<file path="src/design/clbu_pkg.sv">
// Package with encodings and widths for the count-leading-bits unit
package clbu_pkg;
	localparam int           DATA_W          = 64;             // General register width
	localparam int           WORD_W          = 32;             // Scanned word width
	localparam int           CNT_W           = 6;              // Count 0..32
	localparam logic [5:0]   OP_LEGACY       = 6'h1c;          // legacy_extended_major_opcode
	localparam logic [5:0]   OP_NEWER        = 6'h00;          // Newer major opcode
	localparam logic [5:0]   FN_LEG_ONES     = 6'h21;          // Legacy count_leading_ones
	localparam logic [5:0]   FN_LEG_ZEROS    = 6'h20;          // Legacy count_leading_zeros
	localparam logic [5:0]   FN_NEW_ONES     = 6'h11;          // Newer count_leading_ones
	localparam logic [5:0]   FN_NEW_ZEROS    = 6'h10;          // Newer count_leading_zeros
	localparam logic [4:0]   SA_LEGACY       = 5'h00;          // Bits 10..6, legacy form
	localparam logic [4:0]   SA_NEWER        = 5'h01;          // Bits 10..6, newer form
	localparam logic [4:0]   SECOND_SRC_ZERO = 5'h00;          // second_source_field, newer form
	localparam int           OP_HI           = 31;             // Major opcode position
	localparam int           SRC_HI          = 25;             // source_field position
	localparam int           SEC_HI          = 20;             // second_source_field position
	localparam int           DST_HI          = 15;             // Destination field position
	localparam int           SA_HI           = 10;             // Bits 10..6
	localparam int           FN_HI           = 5;              // Function field
	localparam logic [63:0]  RESULT_RST      = 64'h0;          // Result reset value
	// Kind of decoded operation
	typedef enum logic [1:0] {CLBU_NONE, CLBU_ONES, CLBU_ZEROS} clbu_op_e;
endpackage

</file>
<file path="src/design/clbu_if.sv">
// Interface between the decode and counter sections of the unit
`timescale 1ns/1ps
interface clbu_if;
	logic [31:0] word;   // Word to scan (already inverted for ones)
	logic [5:0]  count;  // Leading zero count of word
	modport ctl (output word, input count);
	modport cnt (input word, output count);
endinterface

</file>
<file path="src/design/clbu_counter.sv">
// Leading-zero counter over a 32-bit word
`timescale 1ns/1ps
module clbu_counter (
	clbu_if.cnt bus
);
	// Scan from bit 0 up; the last one found, the highest set bit, sets the count
	always_comb begin
		bus.count = 6'h20;                                 // All zero gives 32
		for (int i = 0; i < 32; i++) begin
			if (bus.word[i]) begin
				bus.count = 6'(31 - i);                    // Lowest loop index overwritten by higher
			end
		end
	end
endmodule

</file>
<file path="src/design/clbu_unit.sv">
// Count-leading-bits unit: decode, scan and registered write-back
// Behaviour
// - decode leading-ones in legacy and newer encodings
// - decode leading-zeros in legacy and newer encodings
// - count leading ones from bit 31 down
// - all ones gives thirty-two
// - count leading zeros from bit 31 down
// - all zeros gives thirty-two
// - defined only for sign-extended word operands
// - newer form needs second source zero
`timescale 1ns/1ps
module clbu_unit (
	input  wire logic        clk_sys,      // System clock, 25 MHz
	input  wire logic        sys_rst,      // Synchronous reset, active high
	input  wire logic        issue_valid,  // Instruction presented this cycle
	input  wire logic [31:0] instr,        // Instruction word from decode
	input  wire logic [63:0] src_data,     // general_register read of source_field
	output logic             wb_valid,     // Write-back strobe, one cycle
	output logic [4:0]       wb_dest,      // Destination register number
	output logic [63:0]      wb_data,      // Count, zero-extended
	output logic             op_hit,       // Registered: instruction was ours
	output logic             exc_raise     // Exception request, always low
);
	clbu_if cbus ();                        // Path to the counter
	clbu_pkg::clbu_op_e op_kind;            // Decoded operation
	logic [5:0]  f_op;                      // Major opcode field
	logic [4:0]  f_sec;                     // second_source_field
	logic [4:0]  f_dst;                     // Destination field
	logic [4:0]  f_sa;                      // Bits 10..6
	logic [5:0]  f_fn;                      // Function field
	logic        wb_valid_r, wb_valid_nxt;  // Write-back strobe state
	logic [4:0]  wb_dest_r, wb_dest_nxt;    // Destination state
	logic [63:0] wb_data_r, wb_data_nxt;    // Result state
	logic        hit_r, hit_nxt;            // Hit flag state
	logic        exc_r, exc_nxt;            // Exception request state, held low

	// One shared counter; the ones case feeds it the inverted word, which
	// costs one row of inverters and saves a second priority scanner
	clbu_counter u_cnt (
		.bus(cbus)
	);

	// Field slicing; all six fields sit at fixed places in both encodings:
	// 31..26 major opcode, 25..21 source_field, 20..16 second_source_field,
	// 15..11 destination, 10..6 sub-code, 5..0 function.
	// source_field itself is not needed here: the register file has already
	// read it and hands its value over on src_data.
	assign f_op  = instr[clbu_pkg::OP_HI -: 6];
	assign f_sec = instr[clbu_pkg::SEC_HI -: 5];
	assign f_dst = instr[clbu_pkg::DST_HI -: 5];
	assign f_sa  = instr[clbu_pkg::SA_HI -: 5];
	assign f_fn  = instr[clbu_pkg::FN_HI -: 6];

	// Anything that matches neither encoding leaves op_kind at none, so the
	// unit stays silent and another execution unit may own the word.
	// A legacy word with a nonzero sub-code, or a newer word with a nonzero
	// second_source_field, is refused the same way.
	// Decode both encodings; legacy form ignores second_source_field, the
	// producer must make it equal the destination
	always_comb begin
		op_kind = clbu_pkg::CLBU_NONE;
		if (f_op == clbu_pkg::OP_LEGACY && f_sa == clbu_pkg::SA_LEGACY) begin
			if (f_fn == clbu_pkg::FN_LEG_ONES) begin
				op_kind = clbu_pkg::CLBU_ONES;
			end else if (f_fn == clbu_pkg::FN_LEG_ZEROS) begin
				op_kind = clbu_pkg::CLBU_ZEROS;
			end
		end else if (f_op == clbu_pkg::OP_NEWER && f_sa == clbu_pkg::SA_NEWER
				&& f_sec == clbu_pkg::SECOND_SRC_ZERO) begin
			if (f_fn == clbu_pkg::FN_NEW_ONES) begin
				op_kind = clbu_pkg::CLBU_ONES;
			end else if (f_fn == clbu_pkg::FN_NEW_ZEROS) begin
				op_kind = clbu_pkg::CLBU_ZEROS;
			end
		end
	end

	// Ones are counted as zeros of the inverted word, so one counter serves both.
	// Only bits 31..0 are scanned; upper bits are ignored, which is a legal
	// outcome for non-sign-extended operands
	assign cbus.word = (op_kind == clbu_pkg::CLBU_ONES) ? ~src_data[31:0]
	                                                    : src_data[31:0];

	// Next-state of the write-back stage. The result appears one edge after
	// the issue edge; destination and data then hold until the next hit, so
	// write-back may read them late without a copy of its own.
	always_comb begin
		wb_valid_nxt = 1'b0;
		exc_nxt      = 1'b0;                               // No operand can trap
		wb_dest_nxt  = wb_dest_r;
		wb_data_nxt  = wb_data_r;
		hit_nxt      = 1'b0;
		if (issue_valid && op_kind != clbu_pkg::CLBU_NONE) begin
			wb_valid_nxt = 1'b1;
			hit_nxt      = 1'b1;
			wb_dest_nxt  = f_dst;
			wb_data_nxt  = {58'h0, cbus.count};
		end
	end

	// Registers of the write-back stage
	always_ff @(posedge clk_sys) begin
		if (sys_rst) begin
			wb_valid_r <= 1'b0;
			wb_dest_r  <= 5'h00;
			wb_data_r  <= clbu_pkg::RESULT_RST;
			hit_r      <= 1'b0;
			exc_r      <= 1'b0;
		end else begin
			wb_valid_r <= wb_valid_nxt;
			wb_dest_r  <= wb_dest_nxt;
			wb_data_r  <= wb_data_nxt;
			hit_r      <= hit_nxt;
			exc_r      <= exc_nxt;
		end
	end

	// Every output is taken straight from a flip-flop of the stage
	assign wb_valid  = wb_valid_r;
	assign wb_dest   = wb_dest_r;
	assign wb_data   = wb_data_r;
	assign op_hit    = hit_r;
	assign exc_raise = exc_r;                              // Held low

	// Checks on decode and result. Each expected count is written from the
	// rule itself, never from the counter, so a broken scan shows up here.
	// All of them are off while reset is high.
	// Legacy ones instruction yields a write one cycle later
	a_leg_ones_hit: assert property (@(posedge clk_sys) disable iff (sys_rst)
		issue_valid && instr[31:26] == 6'h1c && instr[10:0] == 11'h021 |=> wb_valid)
		else $error("legacy ones not decoded");
	// Newer zeros needs second source zero
	a_new_zero_sec: assert property (@(posedge clk_sys) disable iff (sys_rst)
		issue_valid && instr[31:26] == 6'h00 && instr[10:0] == 11'h050
		|=> wb_valid == ($past(instr[20:16]) == 5'h00))
		else $error("newer zeros second source check wrong");
	// Newer zeros decodes whatever source_field holds
	a_new_zero_hit: assert property (@(posedge clk_sys) disable iff (sys_rst)
		issue_valid && instr[31:26] == 6'h00 && instr[20:16] == 5'h00
		&& instr[10:0] == 11'h050 |=> wb_valid)
		else $error("newer zeros not decoded");
	// Top nibble 1110 gives three leading ones
	a_ones_count: assert property (@(posedge clk_sys) disable iff (sys_rst)
		issue_valid && op_kind == clbu_pkg::CLBU_ONES && src_data[31:28] == 4'he
		|=> wb_data == 64'h3)
		else $error("ones count wrong");
	// All ones gives 32
	a_ones_full: assert property (@(posedge clk_sys) disable iff (sys_rst)
		issue_valid && op_kind == clbu_pkg::CLBU_ONES && src_data[31:0] == 32'hffffffff
		|=> wb_data == 64'h20)
		else $error("all ones not 32");
	// Zeros count with top bit clear and bit 30 set is one
	a_zeros_top: assert property (@(posedge clk_sys) disable iff (sys_rst)
		issue_valid && op_kind == clbu_pkg::CLBU_ZEROS && src_data[31:30] == 2'h1
		|=> wb_data == 64'h1)
		else $error("zeros count wrong");
	// All zero gives 32
	a_zeros_full: assert property (@(posedge clk_sys) disable iff (sys_rst)
		issue_valid && op_kind == clbu_pkg::CLBU_ZEROS && src_data[31:0] == 32'h0
		|=> wb_data == 64'h20)
		else $error("all zeros not 32");
	// Result never exceeds 32 and upper bits stay zero
	a_zero_ext: assert property (@(posedge clk_sys) disable iff (sys_rst)
		wb_valid |-> wb_data[63:6] == 58'h0 && wb_data[5:0] <= 6'h20)
		else $error("result not zero-extended");
	// No exception ever
	a_no_exc: assert property (@(posedge clk_sys) disable iff (sys_rst)
		!exc_raise)
		else $error("exception raised");
	// Destination follows the accepted instruction
	a_dest_track: assert property (@(posedge clk_sys) disable iff (sys_rst)
		issue_valid && op_kind != clbu_pkg::CLBU_NONE |=> wb_dest == $past(instr[15:11]))
		else $error("destination wrong");

	// Legacy zeros instruction yields a write one cycle later
	a_leg_zero_hit: assert property (@(posedge clk_sys) disable iff (sys_rst)
		issue_valid && instr[31:26] == 6'h1c && instr[10:0] == 11'h020 |=> wb_valid)
		else $error("legacy zeros not decoded");
	// Newer ones decodes when second source is zero
	a_new_ones_hit: assert property (@(posedge clk_sys) disable iff (sys_rst)
		issue_valid && instr[31:26] == 6'h00 && instr[20:16] == 5'h00
		&& instr[10:0] == 11'h051 |=> wb_valid)
		else $error("newer ones not decoded");
	// Legacy form with a nonzero sub-code is refused
	a_leg_sa_refuse: assert property (@(posedge clk_sys) disable iff (sys_rst)
		issue_valid && instr[31:26] == 6'h1c && instr[10:6] != 5'h00 |=> !wb_valid)
		else $error("legacy bad sub-code accepted");
	// Newer form with another function code is refused
	a_fn_refuse: assert property (@(posedge clk_sys) disable iff (sys_rst)
		issue_valid && instr[31:26] == 6'h00 && instr[5:1] != 5'h08 |=> !wb_valid)
		else $error("newer foreign function accepted");
	// Any other major opcode is refused
	a_op_refuse: assert property (@(posedge clk_sys) disable iff (sys_rst)
		issue_valid && instr[31:26] != 6'h1c && instr[31:26] != 6'h00
		|=> !wb_valid)
		else $error("foreign opcode accepted");
	// Hit flag and strobe move together
	a_hit_strobe: assert property (@(posedge clk_sys) disable iff (sys_rst)
		op_hit == wb_valid)
		else $error("hit flag and strobe differ");
	// A strobe always follows an issue
	a_valid_cause: assert property (@(posedge clk_sys) disable iff (sys_rst)
		wb_valid |-> $past(issue_valid))
		else $error("strobe without issue");
	// Sixteen leading zeros give sixteen
	a_zeros_mid: assert property (@(posedge clk_sys) disable iff (sys_rst)
		issue_valid && op_kind == clbu_pkg::CLBU_ZEROS && src_data[31:15] == 17'h00001
		|=> wb_data == 64'h10)
		else $error("zeros mid count wrong");
	// Lowest bit zero alone gives thirty-one ones
	a_ones_low: assert property (@(posedge clk_sys) disable iff (sys_rst)
		issue_valid && op_kind == clbu_pkg::CLBU_ONES && src_data[31:0] == 32'hfffffffe
		|=> wb_data == 64'h1f)
		else $error("ones low count wrong");
	// Top bit clear gives no leading ones
	a_ones_top_zero: assert property (@(posedge clk_sys) disable iff (sys_rst)
		issue_valid && op_kind == clbu_pkg::CLBU_ONES && !src_data[31]
		|=> wb_data == 64'h0)
		else $error("ones top count wrong");
	// Only the lowest bit set gives thirty-one zeros
	a_zeros_low: assert property (@(posedge clk_sys) disable iff (sys_rst)
		issue_valid && op_kind == clbu_pkg::CLBU_ZEROS && src_data[31:0] == 32'h1
		|=> wb_data == 64'h1f)
		else $error("zeros low count wrong");
endmodule

</file>
<file path="config.mk">
export PLATFORM = sky130hd
export DESIGN_NAME = clbu_unit
export DESIGN_NICKNAME = d
export VERILOG_FILES = /design/src/design/clbu_pkg.sv /design/src/design/clbu_if.sv /design/src/design/clbu_counter.sv /design/src/design/clbu_unit.sv
export SDC_FILE = /design/constraint.sdc
export NUM_CORES = 1
export LEC_CHECK = 0
export CORE_ASPECT_RATIO = 0.9
export CORE_MARGIN = 2
export CORE_UTILIZATION = 26
export CTS_BUF_LIST = sky130_fd_sc_hd__clkbuf_4
export DETAILED_ROUTE_END_ITERATION = 7
export DONT_BUFFER_PORTS = 1
export GPL_ROUTABILITY_DRIVEN = 0
export PLACE_DENSITY = 0.36
export SYNTH_ARGS = -nofsm -noshare
export SYNTH_HDL_FRONTEND = slang
export SYNTH_SLANG_ARGS = --single-unit
export TNS_END_PERCENT = 10
</file>
<file path="constraint.sdc">
create_clock -name clk_sys -period 3 [get_ports clk_sys]
set_clock_uncertainty 0.1 [all_clocks]
set_input_delay 0.45 -clock clk_sys [delete_from_list [all_inputs] [get_ports clk_sys]]
set_output_delay 0.45 -clock clk_sys [all_outputs]
set_load 0.05 [all_outputs]
</file>
==> out/summary.log, run 1 <==
[floorplan] Rows 29
[detailed_routing] number of iterations in the first detailed-routing pass 4
[min_path] type of the worst min-delay path input port to register
[sta] final-report max-slew violation count 0
[yosys] number of synthesized register bits 12
[clock_tree] number of sinks driven by the clock tree 12
[critical_path] endpoint type of the worst setup path register
[floorplan] core outline area 7040 um2
[global_routing] initial antenna violation count 0
[placed_design] Place WS 135 ps
[clock_tree] maximum level of the CTS H-tree 1
[yosys] Yosys Warn Count 0
[cells_and_area] post-route core utilization 0.255
[global_routing] GRT Total Usage 0.119
[clock_tree] clock buffer depth 2
[sta] Hold Worst Slack 139 ps
[critical_path] highest fanout seen on the critical path 8
[global_routing] wire length of the first global-routing pass 7740 um
[yosys] Main synth FF type dfxtp_1
[cells_and_area] number of standard cells in the layout, taps in and fillers out 368
[cells_and_area] net count reported at finish 375
[cells_and_area] layout cell share with drive strength beyond 1 0.0909
[critical_path] delay of the slowest cell on the worst path 540 ps
[placed_design] Port Buffers 0
[yosys] post-synth top area share 0.244
[power] largest voltage drop on the vdd net 0.0981 mV
[yosys] count of cell types in the netlist 58
[detailed_routing] average via count per standard cell 4.84
[floorplan] Starting Density 0.267
[yosys] mean area per synthesized cell 6.80 um2
[detailed_routing] wire length reported by the detailed router 4940 um
[global_routing] met1 Usage GRT 0.173
[global_routing] fraction of met3 tracks used by global routing 0.0180
[clock_tree] clock tree root driver cell clkbuf_4
[detailed_routing] number of DRC violations after detailed-routing iteration 0 87
[global_routing] Global Route met2 Usage 0.184
[critical_path] CP startpoint kind input port
[sta] Fmax achieved 0.388 GHz
[cells_and_area] P&R area growth vs syn -4.27%
[critical_path] required time of the worst setup path 3110 ps
[yosys] Seq/Total Area, Yosys 0.128
[critical_path] category of the most critical setup path input port to register
[placed_design] hpwl dp 4070 um
[detailed_routing] detail-routed net length per standard cell 13.4 um
[clock_tree] worst-skew pair later-pin latency 260 ps
[min_path] Cells on Worst Hold Path 1
[detailed_routing] count of nets left with antenna violations after detail routing 0
[clock_tree] hold buffer count at cts 0
[sta] post-route setup slack 422 ps
[run] max-cap viol count 0
[yosys] most used standard cells in the synthesized netlist 61 x buf_4, 36 x nand2_1, 17 x a21oi_1
[critical_path] series of cell instances along the critical path or4_1 -> o31a_1 -> or2_1 -> o21ai_2 -> nand2_1 -> or4_4 -> o21ai_1
[cells_and_area] number of diodes 0
[floorplan] area enclosed by the die boundary 7910 um2
[sta] actual transition at the worst max-transition pin 940 ps
[critical_path] critical path's slowest cell or4_4
[clock_tree] TritonCTS Buffers 3
[placed_design] Cell Count Post-Placement 364
[global_routing] maximum number of pins on one net before global-route repair 18
[power] power density over the cells 267 nW/um2
[global_routing] via count of the first global-routing pass 1605
[run_status] run status completed
[sta] setup TNS after final layout 0 ps
[sta] final hold violation count 0
[yosys] Mapped Cells 276
[yosys] most common cell in the netlist buf_4
[clock_tree] count of buffers added by post-CTS timing repair for setup 0
[power] Static Leakage 0.000649 uW
[detailed_routing] via count 1782
[floorplan] I/O Pins 171
[clock_tree] TritonCTS clock tree done
[yosys] number of flops mapped to enable cells by yosys 0
[sta] unrepaired setup endpoints after global routing false
[sta] Tcrit/Tclk final 0.859
[floorplan] Die X 93.6 um
[clock_tree] clock-pin slew on the worst setup and hold paths 70 ps
[sta] minimum clock period 2580 ps
[yosys] Async S/R FF share, synth 0
[global_routing] total grt overflow 0
[clock_tree] quantity of gates resized following cts 0
[critical_path] arrival time worst endpoint 2680 ps
[yosys] synthesized area 1880 um2
[yosys] top area cells in the synthesized netlist buf_4 24%, dfxtp_1 13%, nand2_1 7.2%
[critical_path] worst r2r path cells 2
[sta] setup-violating endpoint count in the final report 0
[global_routing] GR peak layer met2
[sta] max_slew headroom 0.372
[detailed_routing] DRC violations left 0
[floorplan] vertical die dimension 84.6 um
[yosys] cell type with the highest aggregate area in the netlist buf_4
-- routing by layer --
layer | vias up | share of wire
li1 | 881 | -
met1 | 805 | 0.48
met4 | 0 | 0.0061
met2 | 92 | 0.42
met5 | - | 0
met3 | 4 | 0.090
-- registers in the layout (all words and copies together), names as in the netlist --
name     flops
wb_data      6
wb_dest      5
op_hit       1
-- cell families (layout without fill, tap and decap cells) --
| kind of cell | count (synthesis) | in the layout | synth area share |
|---|---|---|---|
| simple gates | 115 | 115 | 0.329 |
| buf+inv | 78 | 19 | 0.281 |
| compound gates | 64 | 64 | 0.227 |
| flops | 12 | 12 | 0.128 |
| mux | 6 | 6 | 0.0327 |
| other cells | 1 | 59 | 0.00200 |
-- critical path, delay by kind of cell --
| family | cells | cell delay [ps] |
|---|---|---|
| AOI/OAI and AO/OA | 3 | 750 |
| and+or+nand+nor | 4 | 1490 |
-- layout by cell type (no fill, tap or decap), drive strengths merged, types with 3 or more instances in the layout --
| master | instances |
|---|---|
| nor4 | 9 |
| nand2b | 3 |
| o21ai | 19 |
| or4 | 6 |
| buf | 8 |
| nor2 | 17 |
| o211ai | 3 |
| mux2i | 5 |
| a21oi | 17 |
| nand4 | 10 |
| clkbuf | 3 |
| nand3 | 5 |
| dfxtp | 12 |
| nand2 | 36 |
| inv | 7 |
| a31oi | 4 |
| conb | 59 |
| or3 | 3 |
| nor3 | 12 |
-- stage by stage --
stage | power [uW] | instance area, um2
after floorplan | 441 | 2090
after global placement | 382 | 1770
after detailed placement | 382 | 1770
after CTS | 486 | 1800
after global routing | 510 | 1800
final | 479 | 1800
-- layout make-up --
type,count,area (um2)
clock inverters,1,3.75
multi-input cells,244,1330
flip-flops and latches,12,240
repair buffers,8,60.1
fillers,814,5240
inverters,7,26.3
well taps,93,116
clock buffers,3,22.5
-- path summary, 6_finish.rpt --
check                           startpoint         end  slack, ps
worst max-delay path             instr[19]  wb_data[4]        420
worst min-delay path               sys_rst  wb_dest[4]        140
worst max register to register  wb_data[2]  wb_data[2]       1780
worst min register to register  wb_dest[1]  wb_dest[1]        590
-- power breakdown --
group	internal (uW)	total, uW	switching (uW)	leakage, uW
combinational	30.4	220	190	0.000537
clock	48.1	99.7	51.6	0.0000154
sequential	159	159	0.0130	0.0000966
No activity file was read; power rests on OpenSTA's default activity.
==> inputs of run 2 (changes only) <==
--- a/config.mk
+++ b/config.mk
@@ -12,6 +12,7 @@
 export DETAILED_ROUTE_END_ITERATION = 7
 export DONT_BUFFER_PORTS = 1
 export GPL_ROUTABILITY_DRIVEN = 0
+export MAX_ROUTING_LAYER = met4
 export PLACE_DENSITY = 0.36
 export SYNTH_ARGS = -nofsm -noshare
 export SYNTH_HDL_FRONTEND = slang
==> out/summary.log, run 2 (synthesis gave the netlist of run 1 again) <==
[run_status] run status completed
[cells_and_area] Largest register FFs 6
[critical_path] arrival time worst endpoint 2690 ps
[critical_path] required time of the worst setup path 3110 ps
[global_routing] GRT Total Usage 0.123
[detailed_routing] count of nets left with antenna violations after detail routing 0
[global_routing] maximum number of pins on one net before global-route repair 18
[sta] minimum clock period 2580 ps
[clock_tree] TritonCTS Buffers 3
[sta] max_slew headroom 0.372
[sta] Hold Worst Slack 139 ps
[floorplan] core outline area 7040 um2
[sta] setup TNS after final layout 0 ps
[cells_and_area] P&R area growth vs syn -4.27%
[power] power density over the cells 266 nW/um2
[floorplan] Rows 29
[cells_and_area] layout cell share with drive strength beyond 1 0.0909
[detailed_routing] wire length reported by the detailed router 4910 um
[floorplan] Die X 93.6 um
[clock_tree] quantity of gates resized following cts 0
[power] largest voltage drop on the vdd net 0.0982 mV
[critical_path] highest fanout seen on the critical path 8
[clock_tree] hold buffer count at cts 0
[global_routing] initial antenna violation count 0
[cells_and_area] number of diodes 0
[clock_tree] TritonCTS clock tree done
[detailed_routing] number of iterations in the first detailed-routing pass 4
[detailed_routing] via count 1789
[clock_tree] clock tree root driver cell clkbuf_4
[clock_tree] number of sinks driven by the clock tree 12
[critical_path] category of the most critical setup path input port to register
[cells_and_area] commonest non-fill, non-tap cells in the layout 59 x conb_1, 36 x nand2_1, 17 x a21oi_1
[power] Static Leakage 0.000649 uW
[sta] final-report max-slew violation count 0
[detailed_routing] DRC violations left 0
[floorplan] I/O Pins 171
[clock_tree] worst-skew pair later-pin latency 260 ps
[sta] actual transition at the worst max-transition pin 941 ps
[sta] setup-violating endpoint count in the final report 0
[critical_path] CP startpoint kind input port
[sta] Tcrit/Tclk final 0.860
[sta] unrepaired setup endpoints after global routing false
[placed_design] hpwl dp 4070 um
[min_path] type of the worst min-delay path input port to register
[floorplan] vertical die dimension 84.6 um
[global_routing] via count of the first global-routing pass 1592
[detailed_routing] number of DRC violations after detailed-routing iteration 0 105
[global_routing] total grt overflow 0
[cells_and_area] most common cell after layout, fill and taps aside conb_1
[detailed_routing] average via count per standard cell 4.86
[clock_tree] clock-pin slew on the worst setup and hold paths 70 ps
[cells_and_area] net count reported at finish 375
[sta] Fmax achieved 0.388 GHz
[clock_tree] clock buffer depth 2
[detailed_routing] detail-routed net length per standard cell 13.3 um
[critical_path] endpoint type of the worst setup path register
[placed_design] Port Buffers 0
[cells_and_area] Biggest register wb_data
[global_routing] wire length of the first global-routing pass 7780 um
[floorplan] Starting Density 0.267
[clock_tree] maximum level of the CTS H-tree 1
[floorplan] area enclosed by the die boundary 7910 um2
[clock_tree] count of buffers added by post-CTS timing repair for setup 0
[run] max-cap viol count 0
[sta] final hold violation count 0
-- run 2: routing by layer --
layer / wire length (um) / part of all wire / track usage / vias to the layer above
li1: - / - / - / 884
met1: 2290 / 0.47 / 0.171 / 801
met2: 2090 / 0.43 / 0.186 / 100
met3: 496 / 0.10 / 0.0197 / 4
met4: 30 / 0.0061 / 0.0277 / 0
met5: 0 / 0 / - / -
-- run 2: path summary, 6_finish.rpt --
kind,cells past startpoint,start,slack (ps),end
max reg2reg,2,wb_data[2],1780,wb_data[2]
min,1,sys_rst,140,wb_dest[4]
min reg2reg,2,wb_dest[1],590,wb_dest[1]
max,7,instr[19],420,wb_data[4]
-- run 2: area by class of cell --
type / count / area [um2]
fillers: 814 / 5240
multi-input cells: 244 / 1330
flip-flops and latches: 12 / 240
well taps: 93 / 116
repair buffers: 8 / 60.1
inverters: 7 / 26.3
clock buffers: 3 / 22.5
clock inverters: 1 / 3.75
-- run 2: critical path, cell delays in order --
cell and delay, ps:
or4_1 510, o31a_1 450, or2_1 350, o21ai_2 180
nand2_1 90, or4_4 540, o21ai_1 120
-- run 2: through the flow --
stage	util	std cells	setup slack, ps	instance area, um2	power (uW)
3_3_place_gp	0.252	364	135	1770	382
4_1_cts	0.255	368	413	1800	486
6_report	0.255	368	420	1800	479
5_1_grt	0.255	368	253	1800	510
3_5_place_dp	0.252	364	135	1770	382
2_1_floorplan	-	334	228	2090	441
-- run 2: report_power, final --
group	total (uW)	internal, uW	switching, uW	leakage (uW)
clock	99.3	48.1	51.2	0.0000154
combinational	220	30.4	190	0.000537
sequential	159	159	0.0130	0.0000966
total	479	238	241	0.000649
